$ cat config.mk
export PLATFORM = sky130hd
export DESIGN_NAME = pso_sync_preset
export DESIGN_NICKNAME = d
export VERILOG_FILES = /design/src/shared/pso_pkg.sv /design/src/design/pso_sync_preset.sv
export SDC_FILE = /design/constraint.sdc
export NUM_CORES = 1
export LEC_CHECK = 0
export BUFFER_PORTS_ARGS = -buffer_cell sky130_fd_sc_hd__buf_4
export CORE_MARGIN = 5
export CORE_UTILIZATION = 43
export CTS_CLUSTER_SIZE = 8
export DETAILED_ROUTE_END_ITERATION = 12
export MAX_ROUTING_LAYER = met4
export PLACE_DENSITY = 0.58
export SLEW_MARGIN = 20
export SYNTH_ARGS = -nofsm -noshare
export SYNTH_HDL_FRONTEND = slang
export SYNTH_SLANG_ARGS = --single-unit
$ cat constraint.sdc
create_clock -name clk_sys -period 15 [get_ports clk_sys]
set_clock_uncertainty 0.2 [all_clocks]
set_input_delay 0.75 -clock clk_sys [delete_from_list [all_inputs] [get_ports clk_sys]]
set_output_delay 0.75 -clock clk_sys [all_outputs]
set_load 0.01 [all_outputs]
$ cat src/shared/pso_pkg.sv
// register map, field positions and carrier types of the sync/preset block
package pso_pkg;
    localparam int NUM_CH = 8;
    localparam int CNT_W = 16;
    localparam int NUM_HWTRIG = 3;
    // register byte offsets
    localparam logic [7:0] OFS_SYNC = 8'h00;
    localparam logic [7:0] OFS_PRESET = 8'h04;
    localparam logic [7:0] OFS_MASK = 8'h08;
    localparam logic [7:0] OFS_MODULO = 8'h0c;
    localparam logic [7:0] OFS_INITVAL = 8'h10;
    localparam logic [7:0] OFS_CTRL = 8'h14;
    localparam logic [7:0] OFS_COUNT = 8'h18;
    localparam logic [7:0] OFS_CMP_BASE = 8'h20;
    // sync_trigger_config fields
    localparam int SYNC_MIN_BIT = 0;
    localparam int SYNC_MAX_BIT = 1;
    localparam int SYNC_RELOAD_BIT = 2;
    localparam int SYNC_MASKSEL_BIT = 3;
    localparam int SYNC_HWT0_BIT = 4;
    localparam int SYNC_SOFT_BIT = 7;
    // control register fields
    localparam int CTRL_PRESET_BIT = 0;
    localparam int CTRL_MODE_BIT = 1;
    localparam int CTRL_RUN_BIT = 2;
    // reset values
    localparam logic [7:0] SYNC_RST = 8'h00;
    localparam logic [7:0] PRESET_RST = 8'h00;
    localparam logic [7:0] MASK_RST = 8'h00;
    localparam logic [15:0] MODULO_RST = 16'hffff;
    localparam logic [15:0] INITVAL_RST = 16'h0000;
    localparam logic [15:0] CMP_RST = 16'h0000;

    typedef struct packed {
        logic [7:0] addr;
        logic [31:0] wdata;
        logic wr;
        logic rd;
    } pso_bus_req_t;
endpackage

$ cat src/design/pso_sync_preset.sv
// synchronization trigger, output mask and channel preset logic of the timer
//
// Function
// - a rising edge on trigger 0 is a sync trigger only while bit 4 is set.
// - with bit 3 clear the active mask copies its buffer every clock.
// - with bit 3 set the active mask loads from its buffer only on a sync.
// - with bit 2 set a detected trigger reloads the counter with its start.
// - the reload setting applies only while sync_mode_select is zero.
// - with bit 1 set the counter reaching its modulo is a loading point.
// - with bit 0 set the counter reaching its start is a loading point.
// - bits 7..0 of the preset register hold one preset level per channel.
// - a preset level of 1 drives an unmasked output high, 0 drives it low.
// - bits 31..8 of the preset register read as zero.
// - writing 1 to the preset strobe forces presets, it always reads 0.
// - writing 1 to soft_sync_trigger raises a software sync trigger.
// - rising edges on triggers 1 and 2 count when bits 5 and 6 are set.
// - a sync moves buffered modulo, compares and mask into active use.
//
// Strobed register access and the register offsets are this design's own decisions.
`timescale 1ns/1ps
`default_nettype none

module pso_sync_preset (
    // clock and reset
    input wire logic clk_sys,
    input wire logic rst,
    // register port
    input wire pso_pkg::pso_bus_req_t busReq,
    output logic [31:0] rdData_q,
    // hardware trigger pins
    input wire logic [pso_pkg::NUM_HWTRIG-1:0] hwTrigIn,
    // channel outputs and sync pulse
    output logic [pso_pkg::NUM_CH-1:0] chanOut_q,
    output logic syncPulse_q
);

    ////////////////////////////////////////////////////////////////////////
    function automatic logic cmpHit(input logic [7:0] a);
        cmpHit = (a >= pso_pkg::OFS_CMP_BASE) && (a[1:0] == 2'h0) &&
            (a < pso_pkg::OFS_CMP_BASE + 8'(4 * pso_pkg::NUM_CH));
    endfunction

    function automatic logic [2:0] cmpIdx(input logic [7:0] a);
        logic [7:0] d;
        d = a - pso_pkg::OFS_CMP_BASE;
        cmpIdx = d[4:2];
    endfunction

    ////////////////////////////////////////////////////////////////////////
    logic [7:0] syncCfg_q;
    logic [7:0] preset_q;
    logic [7:0] maskBuf_q;
    logic [7:0] maskAct_q;
    logic [15:0] modBuf_q;
    logic [15:0] modAct_q;
    logic [15:0] initVal_q;
    logic sync_mode_select_q;
    logic run_q;
    logic [15:0] count_q;
    logic softPend_q;
    logic pend_q;
    logic [15:0] cmpBuf_q [pso_pkg::NUM_CH];
    logic [15:0] cmpAct_q [pso_pkg::NUM_CH];
    logic [pso_pkg::NUM_CH-1:0] chanState_q;
    logic [pso_pkg::NUM_HWTRIG-1:0] hwEdge;
    logic [pso_pkg::NUM_HWTRIG-1:0] hwEn;
    logic wrSync, wrCtrl, presetPulse, softHit, trigAny;
    logic atMax, atMin, pointHit, anyPoint, syncEvent, reloadNow;

    assign wrSync = busReq.wr && (busReq.addr == pso_pkg::OFS_SYNC);
    assign wrCtrl = busReq.wr && (busReq.addr == pso_pkg::OFS_CTRL);
    assign presetPulse = wrCtrl &&
        busReq.wdata[pso_pkg::CTRL_PRESET_BIT];
    assign softHit = wrSync && busReq.wdata[pso_pkg::SYNC_SOFT_BIT];
    assign hwEn = syncCfg_q[pso_pkg::SYNC_HWT0_BIT +: pso_pkg::NUM_HWTRIG];

    ////////////////////////////////////////////////////////////////////////
    // three-flop synchronisers, a change counts once stages 2 and 3 agree
    genvar g;
    generate
        for (g = 0; g < pso_pkg::NUM_HWTRIG; g++) begin : gTrig
            logic s1_q, s2_q, s3_q, lvl_q;
            always_ff @(posedge clk_sys) begin
                if (rst) begin
                    s1_q <= 1'b0;
                    s2_q <= 1'b0;
                    s3_q <= 1'b0;
                    lvl_q <= 1'b0;
                end else begin
                    s1_q <= hwTrigIn[g];
                    s2_q <= s1_q;
                    s3_q <= s2_q;
                    if (s2_q == s3_q) begin
                        lvl_q <= s3_q;
                    end
                end
            end
            // edge against the previous filtered level
            assign hwEdge[g] = (s2_q == s3_q) && s3_q && !lvl_q;
        end
    endgenerate

    // any enabled source starts a sync
    assign trigAny = softHit || |(hwEdge & hwEn);

    assign atMax = syncCfg_q[pso_pkg::SYNC_MAX_BIT] &&
        (count_q == modAct_q);
    assign atMin = syncCfg_q[pso_pkg::SYNC_MIN_BIT] &&
        (count_q == initVal_q);
    assign anyPoint = syncCfg_q[pso_pkg::SYNC_MAX_BIT] ||
        syncCfg_q[pso_pkg::SYNC_MIN_BIT];
    assign pointHit = run_q && (atMax || atMin);
    // without a loading point the transfer follows the trigger directly
    assign syncEvent = (pend_q || trigAny) && (pointHit || !anyPoint);
    assign reloadNow = trigAny && !sync_mode_select_q &&
        syncCfg_q[pso_pkg::SYNC_RELOAD_BIT];

    ////////////////////////////////////////////////////////////////////////
    always_ff @(posedge clk_sys) begin
        if (rst) begin
            syncCfg_q <= pso_pkg::SYNC_RST;
            preset_q <= pso_pkg::PRESET_RST;
            maskBuf_q <= pso_pkg::MASK_RST;
            modBuf_q <= pso_pkg::MODULO_RST;
            initVal_q <= pso_pkg::INITVAL_RST;
            sync_mode_select_q <= 1'b0;
            run_q <= 1'b0;
        end else if (busReq.wr) begin
            if (busReq.addr == pso_pkg::OFS_SYNC) begin
                syncCfg_q <= {1'b0, busReq.wdata[6:0]};
            end else if (busReq.addr == pso_pkg::OFS_PRESET) begin
                preset_q <= busReq.wdata[7:0];
            end else if (busReq.addr == pso_pkg::OFS_MASK) begin
                maskBuf_q <= busReq.wdata[7:0];
            end else if (busReq.addr == pso_pkg::OFS_MODULO) begin
                modBuf_q <= busReq.wdata[15:0];
            end else if (busReq.addr == pso_pkg::OFS_INITVAL) begin
                initVal_q <= busReq.wdata[15:0];
            end else if (busReq.addr == pso_pkg::OFS_CTRL) begin
                sync_mode_select_q <= busReq.wdata[pso_pkg::CTRL_MODE_BIT];
                run_q <= busReq.wdata[pso_pkg::CTRL_RUN_BIT];
            end
        end
    end

    // soft trigger reads back as pending until the sync consumes it;
    // one consumed in its own write cycle must not stick as pending
    always_ff @(posedge clk_sys) begin
        if (rst) begin
            softPend_q <= 1'b0;
            pend_q <= 1'b0;
        end else begin
            if (softHit && !syncEvent) begin
                softPend_q <= 1'b1;
            end else if (syncEvent) begin
                softPend_q <= 1'b0;
            end
            if (trigAny && !syncEvent) begin
                pend_q <= 1'b1;
            end else if (syncEvent) begin
                pend_q <= 1'b0;
            end
        end
    end

    ////////////////////////////////////////////////////////////////////////
    always_ff @(posedge clk_sys) begin
        if (rst) begin
            modAct_q <= pso_pkg::MODULO_RST;
        end else if (syncEvent) begin
            modAct_q <= modBuf_q;
        end
    end

    always_ff @(posedge clk_sys) begin
        if (rst) begin
            maskAct_q <= pso_pkg::MASK_RST;
        end else if (!syncCfg_q[pso_pkg::SYNC_MASKSEL_BIT]) begin
            maskAct_q <= maskBuf_q;
        end else if (syncEvent) begin
            maskAct_q <= maskBuf_q;
        end
    end

    always_ff @(posedge clk_sys) begin
        if (rst) begin
            count_q <= pso_pkg::INITVAL_RST;
        end else if (reloadNow) begin
            count_q <= initVal_q;
        end else if (run_q) begin
            if (count_q == modAct_q) begin
                count_q <= initVal_q;
            end else begin
                count_q <= count_q + 16'h0001;
            end
        end
    end

    ////////////////////////////////////////////////////////////////////////
    generate
        for (g = 0; g < pso_pkg::NUM_CH; g++) begin : gChan
            always_ff @(posedge clk_sys) begin
                if (rst) begin
                    cmpBuf_q[g] <= pso_pkg::CMP_RST;
                    cmpAct_q[g] <= pso_pkg::CMP_RST;
                end else begin
                    if (busReq.wr && cmpHit(busReq.addr) &&
                        cmpIdx(busReq.addr) == 3'(g)) begin
                        cmpBuf_q[g] <= busReq.wdata[15:0];
                    end
                    if (syncEvent) begin
                        cmpAct_q[g] <= cmpBuf_q[g];
                    end
                end
            end
            // edge aligned: high from the start value up to the compare
            always_ff @(posedge clk_sys) begin
                if (rst) begin
                    chanState_q[g] <= 1'b0;
                end else if (presetPulse) begin
                    chanState_q[g] <= preset_q[g];
                end else if (run_q && count_q == cmpAct_q[g]) begin
                    chanState_q[g] <= 1'b0;
                end else if (run_q && count_q == initVal_q) begin
                    chanState_q[g] <= 1'b1;
                end
            end
        end
    endgenerate

    // masked channels sit at their inactive low level
    always_ff @(posedge clk_sys) begin
        if (rst) begin
            chanOut_q <= '0;
            syncPulse_q <= 1'b0;
        end else begin
            chanOut_q <= chanState_q & ~maskAct_q;
            syncPulse_q <= syncEvent;
        end
    end

    ////////////////////////////////////////////////////////////////////////
    // read data only in the cycle after the strobe, unmapped reads zero
    always_ff @(posedge clk_sys) begin
        if (rst || !busReq.rd) begin
            rdData_q <= '0;
        end else if (busReq.addr == pso_pkg::OFS_SYNC) begin
            rdData_q <= {24'h000000, softPend_q, syncCfg_q[6:0]};
        end else if (busReq.addr == pso_pkg::OFS_PRESET) begin
            rdData_q <= {24'h000000, preset_q};
        end else if (busReq.addr == pso_pkg::OFS_MASK) begin
            rdData_q <= {24'h000000, maskBuf_q};
        end else if (busReq.addr == pso_pkg::OFS_MODULO) begin
            rdData_q <= {16'h0000, modBuf_q};
        end else if (busReq.addr == pso_pkg::OFS_INITVAL) begin
            rdData_q <= {16'h0000, initVal_q};
        end else if (busReq.addr == pso_pkg::OFS_CTRL) begin
            rdData_q <= {29'h0, run_q, sync_mode_select_q, 1'b0};
        end else if (busReq.addr == pso_pkg::OFS_COUNT) begin
            rdData_q <= {16'h0000, count_q};
        end else if (cmpHit(busReq.addr)) begin
            rdData_q <= {16'h0000, cmpBuf_q[cmpIdx(busReq.addr)]};
        end else begin
            rdData_q <= '0;
        end
    end
endmodule

`default_nettype wire

==> summary.txt, run 1 <==
Setup path
  – Max FO, Critical Path: a little under 80
  – Cell count of the worst reg-to-reg path: 7
  – Crit path arrival time: 4.72 ns
  – Path type of the worst setup path: register to register
  – R2r startpoint: count_q[2]
  – Reg2Reg Setup Slack: around 10 ns
  – Startpoint Class: register
  – CP endpoint kind: register
  – CP required: 15.02 ns
  – R2R Path End: cmpAct_q[1][39]

Logic synthesis
  – Simple-gate share of the synthesized area: roughly a fifth
  – Register area share after synthesis: between 50% and 60%
  – Async SR Flop Fraction: 0%
  – Synth Area per Inst: between 10 and 15 um^2
  – Number of enable flip-flop cells after synthesis: around 260
  – Post-synth top flop: edfxtp_1
  – Synthesis Warnings: 0
  – Compound-cell area share of the yosys netlist: between 6 and 7%
  – Post-synthesis register bit count: 400
  – Synth unique cells: 65
  – Post-Synth Adder-Cell Area: less than 1%
  – Gate Count Post-Synth: approximately 1600
  – Mux share of post-synthesis cell area: about 7.0%
  – Largest family of logic cells by synthesized area: simple AND/OR/NAND/NOR gates
  – Mapped Area: 18800 um^2
  – Xor and xnor area share after synthesis: 7.44%

CTS
  – CTS Buffer Depth: 3
  – Clock sink total: 400
  – Post CTS Setup Buffer Count: 0
  – CTS Hold Bufs: 0
  – H-Tree Depth: 2
  – Clk_lat worst skew: around 0.6 ns
  – CTS Buf Count: 55
  – CTS tree: done
  – CTS resizes: 0
  – Clk slew on worst S/H paths: roughly 0.050 ns
  – Root Driver: clkbuf_16

STA
  – Final hold vios: 0
  – Worst Tran Pin Value: 1.05 ns
  – RSZ-0062 raised after global routing: no
  – Max Clock Freq: approximately 210 MHz
  – Setup TNS: 0 ns
  – Setup violations, final: 0
  – Final period utilization: roughly a third
  – Worst rel slew slack: between 20 and 30%
  – Fin. max-slew vios: 0
  – Final Critical Period: roughly 4.7 ns

Route
  – Post-DRT Antenna Nets: 0
  – DRC viols: 0
  – Routed WL: 53400 um
  – DR vias/cell: 5.54
  – Routed len/inst: 23.6 um
  – Via count: about 13000
  – Iteration-0 DRC Markers: 1114
  – Pre-Repair DR Iteration Count: 6

Layout
  – Fin area: about 21000 um^2
  – Share of cells above drive strength 1: about an eighth
  – Commonest non-fill, non-tap cell in the layout: and2_1
  – Fill cells: a little under 4000
  – Layout area overhead: 12.4%
  – Commonest cells after routing, fill and taps aside: and2_1, edfxtp_1, dfxtp_1
  – Nets: 1692
  – Area occupied by registers: between 10000 and 15000 um^2
  – Area of the multi-input gates: about 7700 um^2

Global route
  – Total grt overflow: 0
  – All-Layer GR Usage: a little under a quarter
  – Initial antenna violation count: 0
  – First-pass GRT wire length: 79700 um
  – Largest net degree at the start of global routing: 130
  – Vias in the first global route: 12400

Min path
  – Worst Hold Class: primary input to register
  – Hold Path Sink: gTrig[2].s1_q
  – Hold Crit Start: hwTrigIn[2]
  – Hold Path Depth: 2

Floorplan
  – Row count: between 70 and 80
  – I/O Pins: 88
  – Die area: a little under 50000 um^2
  – Core Area: ~43000 um^2
  – Die Y: around 220 um
  – Initial Utilization: 43.6%
  – Die width: approximately 220 um

Job
  – # Max-Cap Violations: 0

Place
  – Post-DP Area: between 15000 and 20000 um^2
  – Routability cong.: between 0.8 and 0.9
  – HPWL after DPL: roughly 36000 um
  – Port bufs: between 50 and 60

Power
  – VDD IR-drop max: between 80 and 90 uV
  – PD cells: ~120 nW/um^2
  – Leak: approximately 7.9 nW

Run status
  – Outcome: completed
==> through the flow <==
stage / util [%] / hold slack (ns) / total power, W / std cells / setup WS (ns)
2_1_floorplan: - / 0.199 / 0.00131 / 1640 / 9.15
3_3_place_gp: 45.4 / 0.207 / 0.00136 / 2169 / 10.31
3_5_place_dp: 45.4 / 0.212 / 0.00136 / 2169 / 10.25
4_1_cts: 49.0 / 0.145 / 0.00251 / 2262 / 10.35
5_1_grt: 49.0 / 0.162 / 0.00257 / 2262 / 10.10
6_report: 49.0 / 0.172 / 0.00249 / 2263 / 10.29
==> worst max-delay path, stage by stage, from the launching register on <==
cell and delay (ns):
dfxtp_1 0.97, xnor2_1 0.24, nand4_1 0.18, nor4_1 0.57, a31oi_1 0.29, a21o_1 0.26, nand2b_4 0.61, buf_4 0.88
==> per-layer routing <==
| metal | share of wire (%) | track usage [%] | vias to the layer above |
|---|---|---|---|
| met5 | 0 | - | - |
| met4 | 3.3 | 7.41 | 0 |
| met3 | 6.3 | 4.10 | 95 |
| met2 | 46 | 34.9 | 424 |
| met1 | 44 | 31.4 | 6274 |
| li1 | - | - | 5737 |
==> flip-flops by register name, indices dropped and copies added, names as in the netlist, 7 cells and up <==
signal and count:
maskBuf_q 8, initVal_q 16, maskAct_q 8, preset_q 8, modBuf_q 16, rdData_q 16
syncCfg_q 7, chanOut_q 8, count_q 16, chanState_q 8, modAct_q 16, cmpBuf_q 128
cmpAct_q 128
==> how the worst max path moves through the flow <==
stage / slack [ns] / cells past startpoint / endpoint / start
2_1_floorplan: 9.15 / 7 / cmpAct_q[0][0] / busReq[35]
3_3_place_gp: 10.31 / 7 / cmpAct_q[0][6] / busReq[35]
3_5_place_dp: 10.25 / 7 / cmpAct_q[0][49] / busReq[35]
4_1_cts: 10.35 / 7 / cmpAct_q[1][53] / count_q[2]
5_1_grt: 10.10 / 7 / cmpAct_q[1][52] / count_q[1]
6_report: 10.29 / 7 / cmpAct_q[1][39] / count_q[2]
==> cell type report <==
class	instances	share of cell area, %
Clock buffer	91	7.14
Antenna cell	1	0.0118
Timing Repair Buffer	83	2.96
Sequential cell	400	50.0
Inverter	9	0.160
Tap cell	585	3.46
Multi-Input combinational cell	1092	36.2
Clock inverter	2	0.136
==> logic make-up (layout without fill, tap and decap cells) <==
| family | count (synthesis) | in the layout |
|---|---|---|
| multiplexers | 93 | 93 |
| XOR/XNOR | 160 | 160 |
| buffers and inverters | 148 | 185 |
| flip-flops | 400 | 400 |
| AND/OR/NAND/NOR | 643 | 643 |
| other | 1 | 17 |
| AO/OA/AOI/OAI | 176 | 176 |
| adder cells (fa/ha/maj) | 4 | 4 |
==> synth_stat cells (11+ instances only) <==
| library cell | instances | area (um^2) |
|---|---|---|
| a211o_1 | 16 | 140 |
| a21oi_1 | 54 | 270 |
| a222oi_1 | 11 | 110 |
| and2_1 | 258 | 1610 |
| and3_1 | 20 | 125 |
| buf_1 | 18 | 67.6 |
| buf_2 | 37 | 185 |
| buf_4 | 18 | 135 |
| clkbuf_1 | 60 | 225 |
| dfxtp_1 | 144 | 2880 |
| edfxtp_1 | 256 | 7690 |
| mux2i_1 | 60 | 601 |
| mux4_2 | 30 | 676 |
| nand2_1 | 100 | 375 |
| nand2b_1 | 24 | 150 |
| nand3_1 | 31 | 155 |
| nand4_1 | 19 | 119 |
| nor2_1 | 85 | 319 |
| nor2b_1 | 16 | 100 |
| nor3_1 | 11 | 55.1 |
| nor4_1 | 31 | 194 |
| o21ai_0 | 26 | 130 |
| xnor2_1 | 45 | 394 |
| xor2_1 | 115 | 1010 |
==> report_power, final <==
group	total, W	switching [W]	leakage, nW	internal, W
logic	0.000122	0.0000821	3.53	0.0000398
clock network	0.00114	0.000466	0.735	0.000677
registers	0.00122	0.0000167	3.67	0.00120
total	0.00249	0.000565	7.94	0.00192
Note: power is estimated with default switching activity, not from simulation.
==> inputs of run 2 (changes only) <==
--- a/config.mk
+++ b/config.mk
@@ -5,13 +5,14 @@
 export SDC_FILE = /design/constraint.sdc
 export NUM_CORES = 1
 export LEC_CHECK = 0
+export ABC_AREA = 1
 export BUFFER_PORTS_ARGS = -buffer_cell sky130_fd_sc_hd__buf_4
 export CORE_MARGIN = 5
 export CORE_UTILIZATION = 43
 export CTS_CLUSTER_SIZE = 8
 export DETAILED_ROUTE_END_ITERATION = 12
 export MAX_ROUTING_LAYER = met4
-export PLACE_DENSITY = 0.58
+export PLACE_DENSITY = 0.6
 export SLEW_MARGIN = 20
 export SYNTH_ARGS = -nofsm -noshare
 export SYNTH_HDL_FRONTEND = slang
==> constraint.sdc (replaced) <==
create_clock -name clk_sys -period 3.9 [get_ports clk_sys]
set_clock_uncertainty 0.2 [all_clocks]
set_input_delay 0.195 -clock clk_sys [delete_from_list [all_inputs] [get_ports clk_sys]]
set_output_delay 0.195 -clock clk_sys [all_outputs]
set_load 0.01 [all_outputs]
==> run 2 against run 1 <==
Final area up 3.2%. Critical path depth up 9. Clock power rose to 3.8 times the previous value. Worst setup slack worse by 9.8 ns. Flip-flop and latch count unchanged. Register-to-register slack worse by 9.5 ns. Via count up 17%. Count of clock-buffer cells in the layout down 12. Wire length up 2.3%. Combinational power rose to 4.0 times the previous value. Critical path type is now primary input to register. Largest power group unchanged. Highest routed layer unchanged.
==> summary.txt, run 2 <==
Layout
  – Post-Layout Cell Count: 2794 (+23%)
  – Area occupied by registers: 10600 um^2 (unchanged)
  – Area of the multi-input gates: 6690 um^2 (-13%)
  – Share of cells above drive strength 1: 14.6% (+2.6 points)
  – Layout area overhead: 15.4%
  – Commonest non-fill, non-tap cell in the layout: nand2_1
  – Largest registers: cmpAct_q (128), cmpBuf_q (128)
  – Fill cells: 4008 (+1.1%)
  – Nets: 2235 (+32%)
  – Antenna Cells: 0 (-1)
  – Commonest cells after routing, fill and taps aside: nand2_1, inv_1, edfxtp_1

Power
  – VDD IR-drop max: 291 uV (+250%)
  – Power Total: 0.00951 W (+280%)
  – Leak: 8.99 nW (+13%)
  – PD cells: 436 nW/um^2 (+270%)

Setup path
  – Crit path arrival time: 3.64 ns (-1.08 ns)
  – Reg2Reg Setup Slack: 0.82 ns (-9.47 ns)
  – Crit path capture: cmpAct_q[0][14]
  – Cell count of the worst reg-to-reg path: 13 (+6)
  – Path type of the worst setup path: primary input to register
  – R2R Path End: cmpAct_q[0][14]
  – R2r startpoint: count_q[0]
  – Max FO, Critical Path: 51 (-34%)
  – CP required: 4.15 ns (-10.87 ns)
  – CP endpoint kind: register
  – Startpoint Class: primary input
  – Worst setup startpoint: busReq[40]

STA
  – Fin. max-slew vios: 0 (unchanged)
  – Worst Tran Pin Value: 0.949 ns (-0.102 ns)
  – Max Clock Freq: a little under 300 MHz
  – Final Critical Period: 3.39 ns
  – Setup violations, final: 0 (unchanged)
  – Final period utilization: 86.9%
  – Final hold vios: 0 (unchanged)
  – Worst rel slew slack: 36.5% (+7.0 points)
  – Setup TNS: 0 ns (unchanged)
  – RSZ-0062 raised after global routing: no
  – Hold_ws: 0.0222 ns (-0.149 ns)

Logic synthesis
  – Async SR Flop Fraction: 0% (unchanged)
  – Number of enable flip-flop cells after synthesis: 256 (unchanged)
  – Synth Area per Inst: 9.07 um^2 (-22%)
  – Gate Count Post-Synth: 2086 (+28%)
  – Top cells by count, synth: nand2_1, inv_1, edfxtp_1
  – Post-synth top flop: edfxtp_1
  – Mapped Area: 18900 um^2 (+0.54%)
  – Top cells by area, synth: edfxtp_1, dfxtp_1, nand2_1, inv_1, nor2_1
  – Count leader, synth: nand2_1
  – Post-synthesis register bit count: 400 (unchanged)
  – Yosys top cell by area: edfxtp_1
  – Synth unique cells: 45 (-31%)
  – Register area share after synthesis: 55.9% (-0.30 points)
  – Yosys top cell area share: 40.6% (-0.22 points)
  – Synthesis Warnings: 0 (unchanged)

CTS
  – Post CTS Setup Buffer Count: 0 (unchanged)
  – CTS tree: done
  – H-Tree Depth: 2 (unchanged)
  – CTS Buffer Depth: 3 (unchanged)
  – Clock sink total: 400 (unchanged)
  – Clk_lat worst skew: 0.61 ns (about the same)
  – CTS Buf Count: 55 (unchanged)
  – Root Driver: clkbuf_16
  – Clk slew on worst S/H paths: 0.05 ns (about the same)
  – CTS resizes: 0 (unchanged)
  – CTS Hold Bufs: 31 (+31)

Floorplan
  – Die width: 220 um (+0.26%)
  – Die Y: 220 um (+0.26%)
  – Die area: 48300 um^2 (+0.51%)
  – Row count: 76 (unchanged)
  – Core Area: 43300 um^2 (+0.22%)
  – Initial Utilization: 43.7% (+0.14 points)
  – I/O Pins: 88 (unchanged)

Job
  – # Max-Cap Violations: 0 (unchanged)

Route
  – Pre-Repair DR Iteration Count: 6 (unchanged)
  – DR vias/cell: 5.26 (-5.0%)
  – Iteration-0 DRC Markers: 1519 (+36%)
  – Post-DRT Antenna Nets: 0 (unchanged)
  – Via count: 14700 (+17%)
  – Routed len/inst: 19.6 um (-17%)
  – DRC viols: 0 (unchanged)
  – Routed WL: 54600 um (+2.3%)

Run status
  – Outcome: completed

Global route
  – Total grt overflow: 0 (unchanged)
  – All-Layer GR Usage: 23.4% (+0.51 points)
  – Initial antenna violation count: 0 (unchanged)
  – Vias in the first global route: 14100 (+14%)
  – Largest net degree at the start of global routing: 68 (-48%)
  – First-pass GRT wire length: 82800 um (+3.9%)

Place
  – Port bufs: 55 (unchanged)
  – Routability cong.: 0.907 (+1.4%)
  – HPWL after DPL: 38600 um (+6.7%)
  – Placed Cells incl. Taps: 2681 (+24%)

Min path
  – Hold Crit Start: busReq[36]
  – Worst Hold Class: primary input to register
-- run 2: cell count changes in the layout (fill, tap and decap cells not counted), sizes merged, moves of 30 or more --
cell         before  now
o21ai            26  127
and2            258    0
a21oi            55   90
nand3            33   84
mux4             30    0
inv              11  275
nand2           101  316
nor2             92  357
dlygate4sd3       0   31
buf              83  117
mux2i            60    0
o22ai             2   44
xor2            115   43
-- run 2: routing by layer --
metal  global-route usage [%]  routed length (um)  part of all wire, %  vias to the layer above
met5                        -                   0                    0                        -
met4                     7.61                1650                  3.0                        0
met3                     3.94                4760                  8.7                      111
met2                     36.8               25600                   47                      599
met1                     31.2               22700                   41                     6982
li1                         -                   -                    -                     7003
-- run 2: report_power, final --
group | switching (W) | internal (W)
clock network | 0.00178 | 0.00256
logic | 0.000342 | 0.000148
registers | 0.0000563 | 0.00462
total | 0.00217 | 0.00733
-- run 2: worst max-delay path: stages --
cell	delay, ns
dlygate4sd3_1	0.56
buf_4	0.16
nor2_4	0.08
dlygate4sd3_1	0.60
nand3_4	0.12
nor2_4	0.20
inv_2	0.14
nor2_8	0.21
nand2_2	0.09
nand2_1	0.14
or2_4	0.15
nand2_4	0.11
inv_4	0.16
nand2_8	0.21
buf_12	0.30
nor2_1	0.14
-- run 2: worst min-delay path by stage --
stage,end,slack (ns),cells past startpoint
2_1_floorplan,gTrig[0].s1_q,0.10,2
3_3_place_gp,gTrig[1].s2_q,0.19,2
3_5_place_dp,gTrig[0].s2_q,0.20,2
4_1_cts,rdData_q[3],0.002,8
5_1_grt,rdData_q[3],0.07,8
6_report,rdData_q[3],0.02,8
-- run 2: logic make-up after synthesis --
kind of cell | synth area share (%)
XOR/XNOR | 4.67
flip-flops | 55.9
AND/OR/NAND/NOR | 20.4
adder cells (fa/ha/maj) | 0.264
buffers and inverters | 9.22
other | 0.0198
AO/OA/AOI/OAI | 9.51
-- run 2: layout make-up --
class | instances | share of cell area, %
clock inverter | 3 | 0.241
multi-input combinational | 1291 | 30.6
tap | 585 | 3.35
inverter | 288 | 4.97
timing repair buffer | 148 | 5.67
sequential | 400 | 48.4
clock buffer | 79 | 6.72
-- run 2: per-stage QoR --
stage	instance area (um^2)	util, %	setup slack [ns]
2_1_floorplan	19000	-	0.304
3_3_place_gp	20000	46.2	0.979
3_5_place_dp	20000	46.2	0.892
4_1_cts	21800	50.5	0.606
5_1_grt	21800	50.5	0.357
6_report	21800	50.5	0.510
